===== src/mcr_regs.svh =====
`ifndef MCR_REGS_SVH
`define MCR_REGS_SVH
// register addresses on the serial port
`define MCR_ADDR_CTRL 6'h01
`define MCR_ADDR_GAIN 6'h02
`define MCR_ADDR_MUX 6'h03
`define MCR_ADDR_OTHR 6'h04
`define MCR_ADDR_IEN 6'h05
`define MCR_ADDR_ISTAT 6'h17
// reset values
`define MCR_RST_CTRL 8'h00
`define MCR_RST_GAIN 8'h00
`define MCR_RST_MUX 8'h00
`define MCR_RST_OTHR 8'hFF
`define MCR_RST_IEN 8'h00
// writable bit masks, undefined bits read zero
`define MCR_MASK_CTRL 8'h7F
`define MCR_MASK_GAIN 8'hDF
`define MCR_MASK_MUX 8'h17
`define MCR_MASK_IEN 8'h07
// field positions
`define MCR_BIT_ARM 4
`define MCR_BIT_OT 0
`define MCR_BIT_UV 1
`define MCR_BIT_OC 2
// serial frame: rw bit, 6 address bits, a spare bit, then 8 data bits
`define MCR_FRAME_BITS 5'd16
`endif


===== src/mcr_pkg.sv =====
package mcr_pkg;
	// decoded control outputs
	typedef struct packed {
		logic chip_on;
		logic temp_sensor_on;
		logic curr_amp_on;
		logic volt_amp_on;
		logic adc_ref_on;
		logic overcur_on;
		logic overcur_secondary;
	} mcr_power_t;
	// converter input choices
	typedef enum logic [2:0] {
		MCR_IN_CURR_AMP, MCR_IN_VOLT_AMP, MCR_IN_SECONDARY, MCR_IN_SUPPLY,
		MCR_IN_MAIN, MCR_IN_AUX1, MCR_IN_RSVD6, MCR_IN_RSVD7
	} mcr_input_t;
	// shift engine state
	typedef enum logic [1:0] {MCR_IDLE, MCR_SHIFT, MCR_DONE} mcr_state_t;
endpackage


===== src/mcr_sync.sv =====
`timescale 1ns/1ps
// two flip-flop synchroniser for pin inputs
module mcr_sync #(
	parameter int W = 1,
	parameter logic [W-1:0] INIT = '0
) (
	input wire logic clk_i,
	input wire logic rst_i,
	input wire logic [W-1:0] d_i,
	output logic [W-1:0] q_o
);
	logic [W-1:0] meta_q; // first stage, read only by the second
	always_ff @(posedge clk_i or posedge rst_i) begin
		if (rst_i) begin
			meta_q <= INIT;
			q_o <= INIT;
		end else begin
			meta_q <= d_i;
			q_o <= meta_q;
		end
	end
endmodule // mcr_sync


===== src/mcr_top.sv =====
`timescale 1ns/1ps
`include "mcr_regs.svh"
module mcr_top (
	input wire logic clk_i,
	input wire logic rst_i,
	input wire logic sclk_i,
	input wire logic serial_select_n_i,
	input wire logic mosi_i,
	output logic miso_o,
	output logic miso_oe_o,
	input wire logic [7:0] temp_value_i,
	input wire logic under_voltage_i,
	input wire logic over_current_i,
	output mcr_pkg::mcr_power_t power_o,
	output logic [4:0] curr_gain_code_o,
	output logic [6:0] curr_gain_o, // wide enough for the top code, 64
	output logic [1:0] volt_gain_code_o,
	output logic [3:0] volt_gain_o, // wide enough for the top code, 8
	output mcr_pkg::mcr_input_t input_sel_o,
	output logic conv_start_o,
	output logic conv_armed_o,
	output logic over_temp_o,
	output logic warning_o,
	output logic irq_flag_o,
	output logic irq_out_n_o
);
	// synchronised pins: sclk, select, mosi
	logic [2:0] pin_s;
	mcr_sync #(.W(3), .INIT(3'b010)) u_sync (
		.clk_i(clk_i),
		.rst_i(rst_i),
		.d_i({sclk_i, serial_select_n_i, mosi_i}),
		.q_o(pin_s)
	);
	logic sclk_s, sel_n_s, mosi_s;
	assign sclk_s = pin_s[2];
	assign sel_n_s = pin_s[1];
	assign mosi_s = pin_s[0];

	// edge detection on the synchronised copies
	logic sclk_d_q, sel_n_d_q;
	always_ff @(posedge clk_i or posedge rst_i) begin
		if (rst_i) begin
			sclk_d_q <= 1'b0;
			sel_n_d_q <= 1'b1;
		end else begin
			sclk_d_q <= sclk_s;
			sel_n_d_q <= sel_n_s;
		end
	end
	logic sclk_rise, sclk_fall, sel_fall, sel_rise;
	assign sclk_rise = sclk_s & ~sclk_d_q;
	assign sclk_fall = ~sclk_s & sclk_d_q;
	assign sel_fall = ~sel_n_s & sel_n_d_q;
	assign sel_rise = sel_n_s & ~sel_n_d_q;

	// registers
	logic [7:0] ctrl_q, gain_q, mux_q, othr_q, ien_q;
	logic [2:0] istat_q; // sticky event bits, upper status bits read zero

	// serial frame engine: bit15 = 1 read, bits 14:9 address, 7:0 data
	mcr_pkg::mcr_state_t st_q;
	logic [4:0] bit_cnt_q; // bits taken so far
	logic [15:0] sh_q; // incoming shift register
	logic [7:0] tx_q; // outgoing read data
	logic wr_stb, rd_stb; // one-cycle access pulses
	logic [5:0] acc_addr;
	assign acc_addr = sh_q[14:9];
	always_ff @(posedge clk_i or posedge rst_i) begin
		if (rst_i) begin
			st_q <= mcr_pkg::MCR_IDLE;
			bit_cnt_q <= 5'h00;
			sh_q <= 16'h0000;
		end else begin
			case (st_q)
				mcr_pkg::MCR_IDLE: begin
					// frame opens on select falling edge
					if (sel_fall) begin
						st_q <= mcr_pkg::MCR_SHIFT;
						bit_cnt_q <= 5'h00;
					end
				end
				mcr_pkg::MCR_SHIFT: begin
					if (sel_rise) begin
						// short frame aborted, nothing written
						st_q <= mcr_pkg::MCR_IDLE;
					end else if (sclk_rise) begin
						sh_q <= {sh_q[14:0], mosi_s};
						bit_cnt_q <= bit_cnt_q + 5'h01;
						if (bit_cnt_q == `MCR_FRAME_BITS - 5'd1) begin
							st_q <= mcr_pkg::MCR_DONE;
						end
					end
				end
				mcr_pkg::MCR_DONE: begin
					// wait for select release before next frame
					if (sel_rise) begin
						st_q <= mcr_pkg::MCR_IDLE;
					end
				end
				default: st_q <= mcr_pkg::MCR_IDLE;
			endcase
		end
	end
	// write taken at select release after the full frame, read when the last address bit is in
	assign wr_stb = (st_q == mcr_pkg::MCR_DONE) && sel_rise && !sh_q[15];
	assign rd_stb = (st_q == mcr_pkg::MCR_SHIFT) && sclk_rise
		&& (bit_cnt_q == 5'd6) && sh_q[5];
	logic [5:0] rd_addr;
	assign rd_addr = {sh_q[4:0], mosi_s};

	// read mux; undefined bits already zero in storage
	logic [7:0] rd_data;
	always_comb begin
		case (rd_addr)
			`MCR_ADDR_CTRL: rd_data = ctrl_q;
			`MCR_ADDR_GAIN: rd_data = gain_q;
			`MCR_ADDR_MUX: rd_data = mux_q;
			`MCR_ADDR_OTHR: rd_data = othr_q;
			`MCR_ADDR_IEN: rd_data = ien_q;
			`MCR_ADDR_ISTAT: rd_data = {5'h00, istat_q};
			default: rd_data = 8'h00;
		endcase
	end

	// read shifter, msb first on sclk falling edges
	logic rd_act_q;
	always_ff @(posedge clk_i or posedge rst_i) begin
		if (rst_i) begin
			tx_q <= 8'h00;
			rd_act_q <= 1'b0;
		end else if (rd_stb) begin
			tx_q <= rd_data;
			rd_act_q <= 1'b1;
		end else if (sel_rise || st_q == mcr_pkg::MCR_IDLE) begin
			rd_act_q <= 1'b0;
		end else if (rd_act_q && sclk_fall && bit_cnt_q > 5'd8) begin
			tx_q <= {tx_q[6:0], 1'b0};
		end
	end
	// output registered; drives only during a read, from the last address bit until select release
	always_ff @(posedge clk_i or posedge rst_i) begin
		if (rst_i) begin
			miso_o <= 1'b0;
			miso_oe_o <= 1'b0;
		end else begin
			miso_o <= tx_q[7];
			miso_oe_o <= rd_act_q && !sel_n_s;
		end
	end

	// configuration registers; masks keep undefined bits zero
	always_ff @(posedge clk_i or posedge rst_i) begin
		if (rst_i) begin
			ctrl_q <= `MCR_RST_CTRL;
			gain_q <= `MCR_RST_GAIN;
			othr_q <= `MCR_RST_OTHR;
			ien_q <= `MCR_RST_IEN;
		end else if (wr_stb) begin
			case (acc_addr)
				`MCR_ADDR_CTRL: ctrl_q <= sh_q[7:0] & `MCR_MASK_CTRL;
				`MCR_ADDR_GAIN: gain_q <= sh_q[7:0] & `MCR_MASK_GAIN;
				`MCR_ADDR_OTHR: othr_q <= sh_q[7:0];
				`MCR_ADDR_IEN: ien_q <= sh_q[7:0] & `MCR_MASK_IEN;
				default: ;
			endcase
		end
	end

	// multiplexer register; arm bit self-clears on the next select falling edge
	logic conv_go;
	assign conv_go = mux_q[`MCR_BIT_ARM] && sel_fall;
	always_ff @(posedge clk_i or posedge rst_i) begin
		if (rst_i) begin
			mux_q <= `MCR_RST_MUX;
		end else if (wr_stb && acc_addr == `MCR_ADDR_MUX) begin
			mux_q <= sh_q[7:0] & `MCR_MASK_MUX;
		end else if (conv_go) begin
			mux_q[`MCR_BIT_ARM] <= 1'b0;
		end
	end

	// event detection; temperature compared only while the sensor is on
	logic ot_now;
	assign ot_now = ctrl_q[1] && (temp_value_i > othr_q);
	logic uv_s, oc_s; // pin events synchronised
	logic [1:0] ev_pins;
	mcr_sync #(.W(2), .INIT(2'b00)) u_sync_ev (
		.clk_i(clk_i),
		.rst_i(rst_i),
		.d_i({under_voltage_i, over_current_i}),
		.q_o(ev_pins)
	);
	assign uv_s = ev_pins[1];
	assign oc_s = ev_pins[0] && ctrl_q[5];
	logic [2:0] ev_now;
	assign ev_now = {oc_s, uv_s, ot_now};

	// sticky status per source; a set in the read cycle wins over the clear
	logic ist_rd;
	assign ist_rd = rd_stb && rd_addr == `MCR_ADDR_ISTAT;
	genvar gi;
	generate
		for (gi = 0; gi < 3; gi++) begin : g_stat
			always_ff @(posedge clk_i or posedge rst_i) begin
				if (rst_i) begin
					istat_q[gi] <= 1'b0;
				end else if (ev_now[gi]) begin
					istat_q[gi] <= 1'b1;
				end else if (ist_rd) begin
					istat_q[gi] <= 1'b0;
				end
			end
		end
	endgenerate

	// decoded outputs, all registered
	always_ff @(posedge clk_i or posedge rst_i) begin
		if (rst_i) begin
			power_o <= '0;
			curr_gain_code_o <= 5'h00;
			curr_gain_o <= 7'h02;
			volt_gain_code_o <= 2'h0;
			volt_gain_o <= 4'h2;
			input_sel_o <= mcr_pkg::MCR_IN_CURR_AMP;
			conv_start_o <= 1'b0;
			conv_armed_o <= 1'b0;
			over_temp_o <= 1'b0;
			warning_o <= 1'b0;
			irq_flag_o <= 1'b0;
			irq_out_n_o <= 1'b1;
		end else begin
			power_o.chip_on <= ctrl_q[0];
			power_o.temp_sensor_on <= ctrl_q[1];
			power_o.curr_amp_on <= ctrl_q[2];
			power_o.volt_amp_on <= ctrl_q[3];
			power_o.adc_ref_on <= ctrl_q[4];
			power_o.overcur_on <= ctrl_q[5];
			power_o.overcur_secondary <= ctrl_q[6];
			curr_gain_code_o <= gain_q[4:0];
			curr_gain_o <= {1'b0, gain_q[4:0], 1'b0} + 7'h02;
			volt_gain_code_o <= gain_q[7:6];
			volt_gain_o <= {1'b0, gain_q[7:6], 1'b0} + 4'h2;
			input_sel_o <= mcr_pkg::mcr_input_t'(mux_q[2:0]);
			// conversion needs the reference on to be meaningful
			conv_start_o <= conv_go && ctrl_q[4];
			conv_armed_o <= mux_q[`MCR_BIT_ARM];
			over_temp_o <= ot_now;
			warning_o <= |istat_q[2:0];
			irq_flag_o <= |(istat_q[2:0] & ien_q[2:0]);
			irq_out_n_o <= ~|(istat_q[2:0] & ien_q[2:0]);
		end
	end
endmodule // mcr_top


===== config.mk =====
export PLATFORM = sky130hd
export DESIGN_NAME = mcr_top
export DESIGN_NICKNAME = d
export VERILOG_FILES = /design/src/mcr_pkg.sv /design/src/mcr_sync.sv /design/src/mcr_top.sv
export VERILOG_INCLUDE_DIRS = /design/src
export SDC_FILE = /design/constraint.sdc
export NUM_CORES = 1
export LEC_CHECK = 0
export ABC_AREA = 1
export BUFFER_PORTS_ARGS = -buffer_cell sky130_fd_sc_hd__buf_2
export CAP_MARGIN = 25
export CORE_MARGIN = 1
export CORE_UTILIZATION = 30
export DETAILED_ROUTE_END_ITERATION = 8
export GPL_TIMING_DRIVEN = 0
export PLACE_DENSITY = 0.51
export RECOVER_POWER = 100
export SETUP_SLACK_MARGIN = 0.15
export SLEW_MARGIN = 5
export SYNTH_ARGS = -nofsm -noshare
export SYNTH_HDL_FRONTEND = slang
export SYNTH_SLANG_ARGS = --single-unit

===== constraint.sdc =====
create_clock -name clk_i -period 4 [get_ports clk_i]
set_input_delay 0.2 -clock clk_i [delete_from_list [all_inputs] [get_ports clk_i]]
set_output_delay 0.2 -clock clk_i [all_outputs]
set_load 0.02 [all_outputs]

==> run metrics, run 1 <==
run status completed; RSZ-0062 raised after global routing false; Req. time, crit path 4.24 ns; number of setup buffers added after CTS 0; Simple-Gate Fraction of Synth Area 0.214; H-tree depth 3; worst hold slack about 0.35 ns; Min Clock Period, post-route 2.60 ns; first-pass GRT wire length 17100 µm; final WL between 10000 and 15000 µm; Post-Route Skew approximately 0.0077 ns; Max Slew Vio Count 0; Placeable Area about 0.015 mm²; Synth Instances ~500; Initial Utilization 0.310; CP Launch Type flop; antenna fix cells 0; P_sw 0.000866 W; Via-to-Cell Ratio about 4.5; maximum vdd drop about 200 µV; via count between 3k and 4k; final critical-path share of the clock period 0.650; Setup CP Type flop to flop; post-synthesis compound-gate area fraction 0.0724; Placer Congestion 0.857; # IOs 51; Pint roughly 0.0019 W; Largest stage delay, worst path between 0.5 and 0.6 ns; drc violations 0; clk root buf clkbuf_16; crit path max fanout 10; Ys Warns 0; Num Clock Sinks 110; Area Growth Syn to Fin 17.6%; Worst path slowest cell nor4_4; Synth Area in Adders 0.0385; XOR/XNOR share of the synthesized area 0.00578; post-synthesis sequential area ratio 0.610; die height about 130 µm; Die ar. 0.0156 mm²; Routed Antenna Nets 0; top post-synthesis cells by area dfrtp_1 53%, nand2_1 12%, dfstp_2 8.1%; most frequent cells in the layout 143 x nand2_1, 96 x dfrtp_1, 56 x inv_1; sequential power share 0.487; CTS hold repair buffers 6; Pre-antenna DRT Iters 7; Die W about 130 µm; Least-Margin Pin Slew approximately 1.2 ns; share of the synthesized area in the top cell type 0.529; Yosys cell types 30; commonest non-fill, non-tap cell in the layout nand2_1; PD cells between 500 and 600 mW/mm²; clk slew on worst S/H paths ~0.070 ns; Hold WC Path Type flop to flop; CP Cell Sequence inv_1 -> ha_1 -> nand3_1 -> nor4_4 -> clkinvlp_2 -> nand2_1 -> inv_4 -> nand2_1 -> nand2_1; num rows 44; number of global-route vias before repair 3350; Yosys reg bits 110; Pleak around 2.6 nW; Max Fclk approximately 0.38 GHz; CP most frequent cell nand2_1; switching share of power 0.318; multiplexer area fraction after synthesis 0; # placed instances 722; initial antenna violation count 0; largest area contributor in the netlist dfrtp_1; Final Util 0.365; Critical Path AT approximately 2.9 ns; final hold vios 0; largest net degree at the start of global routing 86; cts bufs inserted 9; PortBufs 48; worst-skew pair later-pin latency roughly 0.35 ns; clock tree from TritonCTS done; Setup-failing EPs final 0; DR iter-0 viols 238; Gate power share 0.182; relative slew slack 0.193; Nets approximately 580; Max Buffers Root-to-Sink 2; total track usage 0.142; post-CTS sizing 0; total congestion overflow 0; DR WL/cell approximately 14 µm; Final Non-Filler Cells 744; share of layout cells above drive strength 1 0.0946; Max-cap violations 0; combinational family with the most area after synthesis simple AND/OR/NAND/NOR gates; clock power share 0.331; Post-DP HPWL just over 7000 µm; Setup crit end kind flop; cell area after synthesis ~0.0045 mm²; syn avg cell area between 9 and 10 µm²
==> cell usage after synthesis (all sizes together) <==
master / instances
a21oi: 6
buf: 3
clkbuf: 5
clkinv: 1
conb: 1
dfrtp: 96
dfstp: 14
ha: 14
inv: 59
nand2: 143
nand3: 25
nand3b: 1
nand4: 8
nor2: 41
nor3: 7
nor3b: 1
nor4: 1
o21ai: 54
o21bai: 2
o22ai: 1
o31ai: 1
or2: 1
xor2: 3
==> path summary, 6_finish.rpt <==
check                           slack (ns)              from  cells after the start          endpoint
worst min-delay path                  0.35  u_sync.meta_q[0]                      0     u_sync.q_o[0]
min in group asynchronous             0.63             rst_i                      3  u_sync.meta_q[0]
max in group asynchronous             2.43             rst_i                      4         othr_q[4]
worst max-delay path                  1.40      bit_cnt_q[0]                      9           tx_q[6]
worst min register to register        0.35  u_sync.meta_q[0]                      0     u_sync.q_o[0]
worst max register to register        1.40      bit_cnt_q[0]                      9           tx_q[6]
==> per-stage QoR <==
| step | cell area [µm²] | total power [W] | setup WS (ns) | TNS [ns] |
|---|---|---|---|---|
| 3_3_place_gp | 5020 | 0.00183 | -0.327 | -30.81 |
| 4_1_cts | 5410 | 0.00277 | 2.01 | 0 |
| 5_1_grt | 5350 | 0.00288 | 1.13 | 0 |
| 6_report | 5350 | 0.00272 | 1.40 | 0 |
| 3_5_place_dp | 5050 | 0.00185 | 2.04 | 0 |
| 2_1_floorplan | 4550 | 0.00168 | 0.921 | 0 |
==> per-layer routing <==
layer  vias up  GRT usage  wire length, µm
met3         9     0.0368              376
met2        77      0.228             4720
met1      1594      0.183             5020
li1       1679          -                -
met5         -          0                0
met4         0     0.0545              136
==> critical path: cells and delay by family (launching register included) <==
kind | cells | cell delay, ns
flip-flops | 1 | 0.42
buffers and inverters | 3 | 0.71
AND/OR/NAND/NOR | 5 | 1.20
adder cells (fa/ha/maj) | 1 | 0.15
==> area by class of cell <==
| type | instances | area [µm²] |
|---|---|---|
| buffer | 8 | 37.5 |
| clock buffer | 10 | 229 |
| clock inverter | 6 | 68.8 |
| fill | 1501 | 9300 |
| inverter | 60 | 230 |
| multi-input combinational | 311 | 1490 |
| sequential | 110 | 2770 |
| tap | 184 | 230 |
| timing repair buffer | 55 | 285 |
==> sequential cells by signal, indices dropped and copies added, names as in the netlist, 2 cells and up <==
signal,flops
bit_cnt_q,5
ctrl_q,7
curr_gain_code_o,5
curr_gain_o,6
gain_q,7
ien_q,3
input_sel_o,3
istat_q,3
mux_q,4
othr_q,8
power_o,7
sh_q,16
st_q,2
tx_q,8
u_sync.meta_q,3
u_sync.q_o,3
u_sync_ev.meta_q,2
u_sync_ev.q_o,2
volt_gain_code_o,2
volt_gain_o,3
==> cells by family (layout without fill, tap and decap cells) <==
logic type | after synthesis | in the layout
XOR/XNOR | 3 | 3
AND/OR/NAND/NOR | 228 | 228
other | 1 | 2
flip-flops | 110 | 110
adder cells (fa/ha/maj) | 14 | 14
buffers and inverters | 68 | 139
AO/OA/AOI/OAI | 64 | 64
==> power groups by stage <==
stage | registers, W | logic [W] | clock network [W]
after floorplan | 0.00135 | 0.000326 | 0
after global placement | 0.00135 | 0.000486 | 0
after detailed placement | 0.00135 | 0.000505 | 0
after CTS | 0.00133 | 0.000510 | 0.000938
after global routing | 0.00134 | 0.000566 | 0.000976
final | 0.00132 | 0.000495 | 0.000902
Power figures use the tool's default switching activity.
==> run 2: changes to the inputs <==
--- a/config.mk
+++ b/config.mk
@@ -6,14 +6,14 @@
 export SDC_FILE = /design/constraint.sdc
 export NUM_CORES = 1
 export LEC_CHECK = 0
-export ABC_AREA = 1
+export ABC_AREA = 0
 export BUFFER_PORTS_ARGS = -buffer_cell sky130_fd_sc_hd__buf_2
 export CAP_MARGIN = 25
 export CORE_MARGIN = 1
 export CORE_UTILIZATION = 30
 export DETAILED_ROUTE_END_ITERATION = 8
 export GPL_TIMING_DRIVEN = 0
-export PLACE_DENSITY = 0.51
+export PLACE_DENSITY = 0.53
 export RECOVER_POWER = 100
 export SETUP_SLACK_MARGIN = 0.15
 export SLEW_MARGIN = 5
==> constraint.sdc (replaced) <==
create_clock -name clk_i -period 2.1 [get_ports clk_i]
set_input_delay 0.105 -clock clk_i [delete_from_list [all_inputs] [get_ports clk_i]]
set_output_delay 0.105 -clock clk_i [all_outputs]
set_load 0.02 [all_outputs]
==> run metrics, run 2 <==
Yosys cell types 59 (+97%); Final Util 0.379 (+0.0135); buffer and inverter count on the worst path 1 (-2); commonest non-fill, non-tap cell in the layout dfrtp_1; final critical-path share of the clock period 0.948 (+0.298); via count 2955 (-12%); Max Slew Vio Count 0 (unchanged); clock tree from TritonCTS done; Placer Congestion 0.791 (-7.7%); share of the synthesized area in the top cell type 0.525 (-0.00376); most instantiated cells after synthesis 96 x dfrtp_1, 37 x mux2_2, 31 x nand2_1, 19 x inv_1; run status complete, but fails checks; RSZ-0062 raised after global routing true; maximum vdd drop 353 µV (+81%); CP Launch Type flop; worst-skew pair later-pin latency 0.36 ns (about the same); Via-to-Cell Ratio 4.70 (+4.1%); Area Growth Syn to Fin 21.6%; Setup-failing EPs final 0 (unchanged); DR iter-0 viols 125 (-47%); Pleak 2.57 nW (about the same); die height 126 µm (+0.35%); Largest stage delay, worst path 0.54 ns (about the same); final hold vios 0 (unchanged); DR WL/cell 15.6 µm (+13%); worst hold slack 0.299 ns (-0.0512 ns); most numerous cell in the Yosys netlist dfrtp_1; Req. time, crit path 2.34 ns (-1.90 ns); Largest register FFs 16 (unchanged); total congestion overflow 0 (unchanged); most frequent cells in the layout 96 x dfrtp_1, 41 x clkbuf_1, 32 x mux2_2; clk root buf clkbuf_16; Num Clock Sinks 110 (unchanged); Placeable Area 0.0147 mm² (+0.38%); number of global-route vias before repair 3023 (-9.8%); antenna fix cells 0 (unchanged); Max Fclk 0.502 GHz (+31%); top post-synthesis cells by area dfrtp_1 52%, mux2_2 9.1%, dfstp_2 8.0%; Die ar. 0.0158 mm² (+0.70%); Routed Antenna Nets 0 (unchanged); share of flip-flops with an asynchronous set or reset 1.00 (unchanged); initial antenna violation count 0 (unchanged); clk slew on worst S/H paths 0.07 ns (about the same); PD cells 822 mW/mm² (+61%); cts bufs inserted 9 (unchanged); Pre-antenna DRT Iters 6 (-1); Post-Route Skew 0.00662 ns (-0.00106 ns); PortBufs 48 (unchanged); biggest regs sh_q x16, othr_q x8, tx_q x8; Top Family by Delay on Critical Path simple AND/OR/NAND/NOR gates; H-tree depth 3 (unchanged); slack of the critical path 0.109 ns (-1.29 ns); total track usage 0.136 (-0.00558); Die W 126 µm (+0.35%); # placed instances 591 (-18%); cell area after synthesis 0.00458 mm² (+0.72%); relative slew slack 0.345 (+0.151); Post-DP HPWL 6690 µm (-8.0%); Max-cap violations 0 (unchanged); Fillers 1422 (-5.3%); num rows 44 (unchanged); hold path start temp_value_i[3]; Hold WC Path Type primary input to flop; Setup crit end kind flop; Yosys reg bits 110 (unchanged); Setup CP Type flop to flop; largest area contributor in the netlist dfrtp_1; # IOs 51 (unchanged); largest register by flop count sh_q; largest net degree at the start of global routing 37 (-57%); Worst path slowest cell dfstp_1; Nets 469 (-20%); CP Cell Sequence nand2b_4 -> o211ai_1 -> or4b_4 -> and2_4 -> buf_6 -> mux2_4; drc violations 3 (+3); Critical Path Start sel_n_d_q; Reg area 0.00277 mm² (unchanged); Initial Utilization 0.311 (+0.00105); Post-synth EDFFs 0 (unchanged); Critical Path AT 2.23 ns (-0.62 ns); worst slack at placement -0.0709 ns (-2.11 ns); area of the multi-input gates 0.00172 mm² (+15%); Max Buffers Root-to-Sink 2 (unchanged); failing checks design-rule violations; Final Non-Filler Cells 629 (-15%); crit path max fanout 6 (-4); Ys Warns 0 (unchanged); top_reg_cell synth dfrtp_1; first-pass GRT wire length 16400 µm (-3.6%); setup TNS 0 ns (unchanged); Synth Instances 355 (-27%); syn avg cell area 12.9 µm² (+38%); share of layout cells above drive strength 1 0.285 (+0.191); post-synthesis sequential area ratio 0.605 (-0.00433); Least-Margin Pin Slew 0.978 ns (-0.226 ns); final WL 9790 µm (-4.5%); RR Startpoint sel_n_d_q; Min Clock Period, post-route 1.99 ns (-0.610 ns)
## run 2: cell count changes after synthesis, moves of 4 or more
cell     previous run  this run
mux2i_1             0         7
nand3_1            25        12
inv_1              57        19
mux2_1              0         4
mux2_2              0        37
nand4_1             8         3
nand2_1           141        31
xnor2_1             0         4
o21ai_0            52        11
nor2_1             38         8
## run 2: cells by family after synthesis
group,after synthesis,synth area share
compound gates,49,0.0714
flops,110,0.605
simple gates,94,0.121
mux,49,0.119
other cells,1,0.000819
buf+inv,33,0.0342
fa+ha+maj,14,0.0383
xor+xnor,5,0.00957
## run 2: routing by layer
layer | vias to the layer above | global-route usage | share of wire
li1 | 1425 | - | -
met3 | 12 | 0.0287 | 0.032
met2 | 42 | 0.197 | 0.45
met4 | 0 | 0.0646 | 0.019
met1 | 1476 | 0.193 | 0.50
met5 | - | 0 | 0
## run 2: through the flow
step,power [W],cell area [µm²]
floorplan,0.00272,4580
global placement,0.00289,5050
detailed placement,0.00292,5110
CTS,0.00465,5650
global route,0.00480,5560
finish,0.00457,5560
## run 2: layout make-up
class	count	area share
Clock buffer	11	0.0436
Tap cell	184	0.0414
Buffer	14	0.0162
Timing Repair Buffer	73	0.0711
Inverter	19	0.0130
Multi-Input combinational cell	213	0.309
Clock inverter	5	0.00742
Sequential cell	110	0.498
## run 2: path summary, 6_finish.rpt
| check | endpoint | slack [ns] | cells past startpoint |
|---|---|---|---|
| worst min-delay path | over_temp_o | 0.30 | 4 |
| max in group asynchronous | power_o[6] | 0.39 | 4 |
| worst min register to register | u_sync.q_o[2] | 0.35 | 0 |
| min in group asynchronous | ctrl_q[5] | 0.46 | 3 |
| worst max-delay path | tx_q[4] | 0.11 | 6 |
| worst max register to register | tx_q[4] | 0.11 | 6 |
## run 2: what timing repair did
item,in CTS,in global routing
buffers inserted,14,2
pin swaps,7,5
hold endpoints to repair,20,0
setup endpoints to repair,31,45
cloned,0,0
hold buffers,6,0
gates resized for setup,21,12
## run 2: report_power, final
group	leakage (nW)	switching [W]	internal (W)	total, W
logic	0.992	0.000382	0.000242	0.000624
clock network	0.133	0.000803	0.000849	0.00165
registers	1.45	0.0000943	0.00220	0.00230
total	2.57	0.00128	0.00330	0.00457
## run 2: worst min-delay path, stage by stage
cell,delay (ns)
buf_2,0.10
ha_1,0.18
nor2_1,0.09
a21oi_1,0.13
